`config.mk`:
```
export PLATFORM = sky130hd
export DESIGN_NAME = srs_supervisor
export DESIGN_NICKNAME = d
export VERILOG_FILES = /design/src/srs_pkg.sv /design/src/srs_supervisor.sv
export SDC_FILE = /design/constraint.sdc
export NUM_CORES = 1
export LEC_CHECK = 0
export BUFFER_PORTS_ARGS = -buffer_cell sky130_fd_sc_hd__buf_4
export CAP_MARGIN = 5
export CORE_AREA = 2 2 85 87
export DETAILED_ROUTE_END_ITERATION = 12
export DIE_AREA = 0 0 87 89
export PLACE_DENSITY = 0.81
export SYNTH_ARGS = -nofsm -noshare
export SYNTH_HDL_FRONTEND = slang
export SYNTH_SLANG_ARGS = --single-unit
```
`constraint.sdc`:
```
create_clock -name clk -period 1.55 [get_ports clk]
set_input_delay 0.0775 -clock clk [delete_from_list [all_inputs] [get_ports clk]]
set_output_delay 0.0775 -clock clk [all_outputs]
set_load 0.1 [all_outputs]
```
`src/srs_pkg.sv`:
```
package srs_pkg;
    // timing
    localparam int SRS_CLK_HZ = 50_000_000;
    localparam int SRS_POR_DELAY_US = 100; // power_on_delay, plain default
    localparam int SRS_POR_CYCLES = SRS_POR_DELAY_US * (SRS_CLK_HZ / 1_000_000);
    localparam int SRS_CLK_MISS_NS = 1000; // longest gap between link clock edges
    localparam int SRS_CLK_MISS_CYCLES = SRS_CLK_MISS_NS / 20;
    localparam int SRS_CNT_W = 16;

    // register map (word offsets are byte addresses)
    localparam logic [7:0] SRS_ADDR_CTRL = 8'h00;
    localparam logic [7:0] SRS_ADDR_DIAG = 8'h04;
    localparam logic [7:0] SRS_ADDR_STAT = 8'h08;

    // control register fields
    localparam int SRS_CTRL_CLOCK_WATCHDOG_ENABLE = 0;
    // diagnosis register fields
    localparam int SRS_DIAG_RST = 0;
    localparam int SRS_DIAG_UV0 = 1;
    localparam int SRS_DIAG_UV1 = 2;
    localparam int SRS_DIAG_PUMP_UNDERVOLTAGE_FLAG = 3;
    localparam int SRS_DIAG_CPW = 4;
    localparam int SRS_DIAG_WDT = 5;

    localparam logic [31:0] SRS_ZERO = 32'h0000_0000;

    typedef enum logic [1:0] {
        SRS_SLEEP = 2'b00,
        SRS_HOLD = 2'b01,
        SRS_DELAY = 2'b10,
        SRS_RUN = 2'b11
    } srs_state_e;

    // raw comparator levels, high means supply is good
    typedef struct packed {
        logic logic_supply;
        logic analog_supply;
        logic reference_supply;
        logic [1:0] load_supply;
        logic pump_uv_ok;
        logic pump_warn_ok;
    } srs_cmp_s;

    // register bus request
    typedef struct packed {
        logic [7:0] addr;
        logic [31:0] wdata;
        logic wr;
        logic rd;
    } srs_bus_s;
endpackage : srs_pkg

```
`src/srs_supervisor.sv`:
```
`timescale 1ns/1ns
// What this block does
// - hold internal reset while logic, analog or reference supply is low
// - with watchdog enabled, a missing or slow input clock holds reset
// - release only after supplies good and then the full power-on delay
// - serial access refused until the power-on delay is complete
// - set reset-occurred flag on every exit from reset
// - a diagnosis register access while running clears reset-occurred flag
// - low load supply disables only its channel and sets its flag
// - low pump voltage disables all outputs and sets pump-undervoltage flag
// - pump below warning level sets the pump-warning flag
// - between warning and undervoltage levels channels keep running
// - any of the three core supplies low enters sleep
// - sleep is left by itself once all three supplies recover
// - leaving sleep runs the same power-on delay as reset
// - delay count starts on the second clock after reset input rises
// - reset input low holds reset, fault low and serial port off
// - clock watchdog starts disabled on every exit from reset
module srs_supervisor
    import srs_pkg::*;
(
    // clock and reset
    input wire logic clk,
    input wire logic rst_n,
    // host pins
    input wire logic external_reset_input,
    input wire logic link_clk_level,
    output logic fault_output,
    output logic fault_output_oe_n,
    // comparators
    input wire srs_pkg::srs_cmp_s cmp_raw,
    // register port
    input wire srs_pkg::srs_bus_s bus,
    output logic [31:0] rdata,
    // status to the rest of the device
    output logic internal_reset,
    output logic sleep_mode,
    output logic spi_enable,
    output logic [1:0] channel_enable
);
    import srs_pkg::*;


    // comparator levels after the first and second synchroniser stage
    srs_cmp_s sync1;
    srs_cmp_s cmp;

    // registered reset pin and link clock samples
    logic external_reset_input_q;
    logic lclk_s1;
    logic lclk_s2;
    logic lclk_s3;

    // clock watchdog
    logic [SRS_CNT_W-1:0] miss_cnt;
    logic clock_lost;
    logic clock_watchdog_enable;

    // sequencer
    logic [SRS_CNT_W-1:0] por_cnt;
    srs_state_e state;
    srs_state_e next_state;

    // diagnosis flags
    logic reset_flag;
    logic [1:0] load_undervoltage_flag;
    logic pump_undervoltage_flag;
    logic pump_warning_flag;
    logic wd_fault;

    // decoded conditions
    logic supplies_ok;
    logic running;
    logic diag_hit;

    // two-stage synchronisers; first stage is read only by the second
    // the comparators switch with no relation to clk, so a level caught
    // mid-transition may go metastable; the second stage gives it a cycle
    // to settle, which costs one more cycle of reaction time on every supply
    always_ff @(posedge clk or negedge rst_n) begin
        if (!rst_n) begin
            sync1 <= '0;
            cmp <= '0;
        end else begin
            sync1 <= cmp_raw;
            cmp <= sync1;
        end
    end

    // reset input sampled as synchronous; sequencer reads the level of its registered copy
    // one register keeps the sequencer from seeing two values of the pin
    // within one cycle; the delay count begins one edge after this copy
    // goes high
    always_ff @(posedge clk or negedge rst_n) begin
        if (!rst_n) begin
            external_reset_input_q <= 1'b0;
        end else begin
            external_reset_input_q <= external_reset_input;
        end
    end

    // link clock sampled; third stage gives a clean edge detect
    // all stages reset low, the idle level of the pin, so no false rising
    // edge follows reset; the pin clock must stay well below half of clk
    // or edges are lost and the watchdog may trip on a running clock
    always_ff @(posedge clk or negedge rst_n) begin
        if (!rst_n) begin
            lclk_s1 <= 1'b0;
            lclk_s2 <= 1'b0;
            lclk_s3 <= 1'b0;
        end else begin
            lclk_s1 <= link_clk_level;
            lclk_s2 <= lclk_s1;
            lclk_s3 <= lclk_s2;
        end
    end

    // core supply summary and bus decode; a diagnosis access counts only
    // while running, since the serial port is refused in every other state
    // and a refused access must leave the flags alone
    assign supplies_ok = cmp.logic_supply & cmp.analog_supply & cmp.reference_supply;
    assign running = (state == SRS_RUN);
    assign diag_hit = (bus.rd | bus.wr) && (bus.addr == SRS_ADDR_DIAG) && running;

    // gap counter between rising edges of the link clock
    // the counter stops at the limit instead of wrapping, so a clock that
    // stays away for a long time keeps the lost flag up until an edge
    // returns; a slow clock trips it just like a missing one
    always_ff @(posedge clk or negedge rst_n) begin
        if (!rst_n) begin
            miss_cnt <= '0;
            clock_lost <= 1'b0;
        end else if (lclk_s2 && !lclk_s3) begin
            miss_cnt <= '0;
            clock_lost <= 1'b0;
        end else if (miss_cnt >= SRS_CNT_W'(SRS_CLK_MISS_CYCLES)) begin
            clock_lost <= 1'b1;
        end else begin
            miss_cnt <= miss_cnt + 1'b1;
        end
    end

    // sequencer: sleep, held reset, power-on delay, running
    // the supply check overrides every state so that a dip at any moment
    // falls back to sleep; the pin check comes second, as a low pin while
    // asleep changes nothing; a watchdog trip lands in the held state, which
    // the high pin leaves for a new delay; the latched fault sends each run entry back
    always_comb begin
        next_state = state;
        case (state)
            SRS_SLEEP: begin
                if (supplies_ok) begin
                    next_state = SRS_HOLD;
                end
            end
            SRS_HOLD: begin
                if (external_reset_input_q) begin
                    next_state = SRS_DELAY;
                end
            end
            SRS_DELAY: begin
                if (por_cnt >= SRS_CNT_W'(SRS_POR_CYCLES - 1)) begin
                    next_state = SRS_RUN;
                end
            end
            SRS_RUN: begin
                if (wd_fault) begin
                    next_state = SRS_HOLD;
                end
            end
            default: next_state = SRS_SLEEP;
        endcase
        if (!supplies_ok) begin
            next_state = SRS_SLEEP;
        end else if (!external_reset_input_q && state != SRS_SLEEP) begin
            next_state = SRS_HOLD;
        end
    end

    // state register; the block comes out of reset asleep and only
    // reaches the running state through the full delay, never by a
    // shortcut from sleep or from the held state
    always_ff @(posedge clk or negedge rst_n) begin
        if (!rst_n) begin
            state <= SRS_SLEEP;
        end else begin
            state <= next_state;
        end
    end

    // power-on delay counter; restarts on each entry, also after sleep
    // clearing outside the delay state means a supply glitch or pin pulse
    // in mid-count starts the whole delay again rather than resuming it
    // the compare stops one short because the state change adds an edge
    always_ff @(posedge clk or negedge rst_n) begin
        if (!rst_n) begin
            por_cnt <= '0;
        end else if (state == SRS_DELAY) begin
            por_cnt <= por_cnt + 1'b1;
        end else begin
            por_cnt <= '0;
        end
    end

    // watchdog fault is latched until an external or power-on reset
    // a returning clock alone must not release the device, otherwise an
    // intermittent clock would let it run in bursts; the latch is only
    // armed while running with the watchdog enabled
    always_ff @(posedge clk or negedge rst_n) begin
        if (!rst_n) begin
            wd_fault <= 1'b0;
        end else if (state == SRS_SLEEP || !external_reset_input_q) begin
            wd_fault <= 1'b0;
        end else if (clock_watchdog_enable && clock_lost && running) begin
            wd_fault <= 1'b1;
        end
    end

    // watchdog enable, writable only while running
    // the enable drops on every exit from the running state, so after any
    // reset the host has to arm it again; a host that forgets leaves the
    // device without clock supervision
    always_ff @(posedge clk or negedge rst_n) begin
        if (!rst_n) begin
            clock_watchdog_enable <= 1'b0;
        end else if (!running) begin
            clock_watchdog_enable <= 1'b0;
        end else if (bus.wr && bus.addr == SRS_ADDR_CTRL) begin
            clock_watchdog_enable <= bus.wdata[SRS_CTRL_CLOCK_WATCHDOG_ENABLE];
        end
    end

    // reset-occurred flag; the exit event wins over an access clear
    // it is set on the same edge that enters the running state, so the
    // first diagnosis read after any reset or sleep sees it exactly once
    // the flag survives a later reset and is set again on the next exit
    always_ff @(posedge clk or negedge rst_n) begin
        if (!rst_n) begin
            reset_flag <= 1'b0;
        end else if (state == SRS_DELAY && next_state == SRS_RUN) begin
            reset_flag <= 1'b1;
        end else if (diag_hit) begin
            reset_flag <= 1'b0;
        end
    end

    // load and pump flags, sticky until a diagnosis access
    // an access clears a flag only if its condition has gone; while the
    // fault persists the set term wins, so the host can never read a
    // false all-clear; flags are meaningless and held clear when idle
    always_ff @(posedge clk or negedge rst_n) begin
        if (!rst_n) begin
            load_undervoltage_flag <= '0;
            pump_undervoltage_flag <= 1'b0;
            pump_warning_flag <= 1'b0;
        end else if (!running) begin
            load_undervoltage_flag <= '0;
            pump_undervoltage_flag <= 1'b0;
            pump_warning_flag <= 1'b0;
        end else begin
            load_undervoltage_flag <= ~cmp.load_supply
                | (diag_hit ? 2'b00 : load_undervoltage_flag);
            pump_undervoltage_flag <= !cmp.pump_uv_ok
                | (!diag_hit & pump_undervoltage_flag);
            pump_warning_flag <= !cmp.pump_warn_ok
                | (!diag_hit & pump_warning_flag);
        end
    end

    // output stages: per-channel load gate, common pump gate
    // a low load supply cuts only its own channel, a low pump cuts both
    // since they share one pump; the enables follow the synchronised
    // levels directly, so a recovered supply turns its stage back on
    always_ff @(posedge clk or negedge rst_n) begin
        if (!rst_n) begin
            channel_enable <= '0;
        end else begin
            // warning level alone never gates the channels
            channel_enable <= (running && cmp.pump_uv_ok) ? cmp.load_supply : 2'b00;
        end
    end

    // status outputs, all from flip-flops
    // they are decoded from the next state so that each output changes on
    // the same edge as the state register instead of one cycle behind it;
    // the fault pin is open drain, driven low by a low output enable
    always_ff @(posedge clk or negedge rst_n) begin
        if (!rst_n) begin
            internal_reset <= 1'b1;
            sleep_mode <= 1'b1;
            spi_enable <= 1'b0;
            fault_output <= 1'b0;
            fault_output_oe_n <= 1'b0;
        end else begin
            internal_reset <= (next_state != SRS_RUN);
            sleep_mode <= (next_state == SRS_SLEEP);
            spi_enable <= (next_state == SRS_RUN);
            fault_output <= 1'b0; // open drain: only ever pulls low
            // released only when running and free of supply faults
            fault_output_oe_n <= !((next_state != SRS_RUN) || wd_fault
                || !cmp.pump_uv_ok || (cmp.load_supply != 2'b11));
        end
    end

    // read port; refused while not running, unmapped reads zero
    // data stand for one cycle only and drop back to zero, so a master
    // that samples late reads zero rather than stale data; reading the
    // diagnosis register is itself an access and clears what it returns except the watchdog fault and any flag whose condition persists
    always_ff @(posedge clk or negedge rst_n) begin
        if (!rst_n) begin
            rdata <= SRS_ZERO;
        end else if (bus.rd && running) begin
            if (bus.addr == SRS_ADDR_CTRL) begin
                rdata <= {31'h0000_0000, clock_watchdog_enable};
            end else if (bus.addr == SRS_ADDR_DIAG) begin
                rdata <= {26'h000_0000, wd_fault, pump_warning_flag,
                    pump_undervoltage_flag, load_undervoltage_flag, reset_flag};
            end else if (bus.addr == SRS_ADDR_STAT) begin
                rdata <= {30'h0000_0000, state};
            end else begin
                rdata <= SRS_ZERO;
            end
        end else begin
            rdata <= SRS_ZERO;
        end
    end
endmodule : srs_supervisor

```
==> metrics <==
status finished with violations; violated checks setup timing; final max-slew violation count 0; core area between 6000 and 7000 sq um; Synth Warn # 0; Synth area leader dfrtp_1; crit path kind flop to flop; Synth Instances between 200 and 300; WL/cell 13.1 microns; CP Launch Type flop; Final Hold Viols 0; max cap viols 0; storage element area ~1800 sq um; leak pwr between 1.5 and 2 nW; DRT iter0 DRCs 119; drt drc 0; DIE HEIGHT about 90 microns; Synth top area share 57.2%; Placed Cells a little under 400; root buffer cell clkbuf_8; fin area 3830 sq um; 1st-pass router iterations 4; worst hold path class input port to flop; Synth async-reset ratio 100%; H-tree levels 3; post-route ant nets 0; port buffer count 33; sequential share of the synthesized area about three fifths; via count approximately 2100; Worst Setup End Kind flop; IO Count 92; TritonCTS buffer count 9; Starting Density 45.6%; clock-pin transition on the worst setup and hold timing paths around 0.080 ns; clk buf depth 2; GRT overflow 0; Cell Area, Placed between 3000 and 4000 sq um; Worst-Margin Slew between 0.5 and 0.6 ns; wire length of the first global-routing pass between 8000 and 9000 microns; NumNets Final 396; WP data required between 1.5 and 2 ns; Area growth syn-to-layout 25.2%; Max FO, Critical Path 7; PwrDens about 1100 nW/um^2; hpwl dp 3670 microns; final setup margin -0.121 ns; Max VDD drop approximately 0.54 mV; Filler cells ~550; syn_area_per_cell 11.1 sq um; Setup-failing EPs final 5; RSZ-0062 raised after global routing yes; commonest non-fill, non-tap cells in the layout dfrtp_1, buf_4, conb_1, nor2_1, nand2_1; Worst Path Arrival around 1.9 ns; Top FF cell, synth dfrtp_1; most common cell after layout, fill and taps aside dfrtp_1; gr usage total between 10% and 20%; clk sinks just over 70; DR vias/cell 5.04; largest net degree at the start of global routing 40; fin crit share 108%; Distinct cells, synth 44; relative slew slack approximately 66%; total power between 4 and 5 mW; Max Clock Freq 598 MHz; Die Width 87 microns; row count 30; final std cells w/o fill approximately 430; initial antenna violation count 0; Synth Register Bits 72; vias in the first global route between 1500 and 2000; Final Critical Period between 1.5 and 2 ns; number of synthesized flops with an enable pin 0; final wirelength 5580 microns; Die ar. 7740 sq um; RePlAce Congestion 0.766; Layout Utilization between 50% and 60%; largest cells by area after synthesis dfrtp_1, buf_4, and2_1; multi-input logic area roughly 1200 sq um; clock latency on the worst-skew pair roughly 0.35 ns; area of the mapped netlist 3060 sq um; Setup Skew about 0.0075 ns; CTS tree done; n_diodes 0; layout cell share with drive strength beyond 1 25.5%; Post-Place Setup Slack -0.253 ns
[metrics by stage]
| stage | setup TNS (ns) | hold WS [ns] |
|---|---|---|
| after floorplan | -0.0335 | -0.218 |
| after global routing | -1.12 | 0.0392 |
| after global placement | -0.287 | 0.0488 |
| after detailed placement | -0.981 | 0.0530 |
| final | -0.354 | 0.0336 |
| after CTS | -0.255 | 0.00995 |
[worst max-delay path, stage by stage, from the launching register on]
cell       delay, ns
dfrtp_2         0.45
ha_4            0.18
nor4_4          0.19
o2111ai_4       0.19
buf_4           0.19
o31ai_2         0.23
a21oi_1         0.10
[logic make-up after synthesis]
family | Yosys count | synth area share (%)
compound gates | 36 | 7.56
mux | 2 | 0.654
buf+inv | 38 | 8.05
xor+xnor | 10 | 2.86
other cells | 1 | 0.122
fa+ha+maj | 3 | 1.23
flops | 72 | 58.9
simple gates | 113 | 20.6
[layer usage]
| layer | up-vias | global-route usage, % | wire (microns) |
|---|---|---|---|
| li1 | 1023 | - | - |
| met1 | 1036 | 19.6 | 2350 |
| met2 | 68 | 23.8 | 2800 |
| met3 | 16 | 2.77 | 260 |
| met4 | 0 | 9.80 | 167 |
| met5 | - | 0 | 0 |
[report_power, final]
| group | switching (mW) | total (mW) | leakage, nW | internal (mW) |
|---|---|---|---|---|
| registers | 0.0641 | 2.01 | 0.946 | 1.94 |
| clock network | 0.695 | 1.53 | 0.103 | 0.834 |
| logic | 0.466 | 0.662 | 0.718 | 0.196 |
| total | 1.23 | 4.20 | 1.77 | 2.97 |
[sequential cells by signal, summed over array words and instances, names as in the netlist, 2 cells and up]
name and cells:
channel_enable 2, cmp 7, load_undervoltage_flag 2, miss_cnt 16, por_cnt 16, rdata 6, state 2, sync1 7
[Yosys cell counts, types with 5 or more instances]
cell type / number
dfrtp_1: 70
buf_4: 27
nor2_1: 24
nand2_1: 20
and2_1: 16
a21oi_1: 10
nand3_1: 10
o21ai_0: 10
xnor2_1: 8
inv_1: 6
or3_1: 6
nand2b_1: 5
nor4_1: 5
[layout make-up]
cell class / instances / area share, %
tap: 80 / 2.61
inverter: 6 / 0.587
clock inverter: 4 / 1.34
sequential: 72 / 47.1
multi-input combinational: 191 / 31.5
clock buffer: 12 / 4.05
timing repair buffer: 60 / 12.8
[path summary, 6_finish.rpt]
kind | startpoint | to | slack, ns | depth (start not counted)
max reg2reg | miss_cnt[1]$_DFFE_PN0P_ | miss_cnt[4]$_DFFE_PN0P_ | -0.12 | 6
max in group asynchronous | rst_n | internal_reset$_DFF_PN1_ | 0.72 | 3
min reg2reg | lclk_s1$_DFF_PN0_ | lclk_s2$_DFF_PN0_ | 0.35 | 0
max | miss_cnt[1]$_DFFE_PN0P_ | miss_cnt[4]$_DFFE_PN0P_ | -0.12 | 6
min in group asynchronous | rst_n | miss_cnt[6]$_DFFE_PN0P_ | 0.21 | 2
min | bus[37] | rdata[0]$_DFF_PN0_ | 0.03 | 4
[what timing repair did]
| action | CTS | global route |
|---|---|---|
| endpoints found under the hold margin | 43 | 0 |
| setup buffers | 3 | 0 |
| pin swaps | 3 | 1 |
| gates cloned | 0 | 0 |
| hold buffers | 11 | 0 |
| setup endpoints to repair | 7 | 17 |
| gates resized for setup | 6 | 13 |
(Power assumes the default switching activity.)
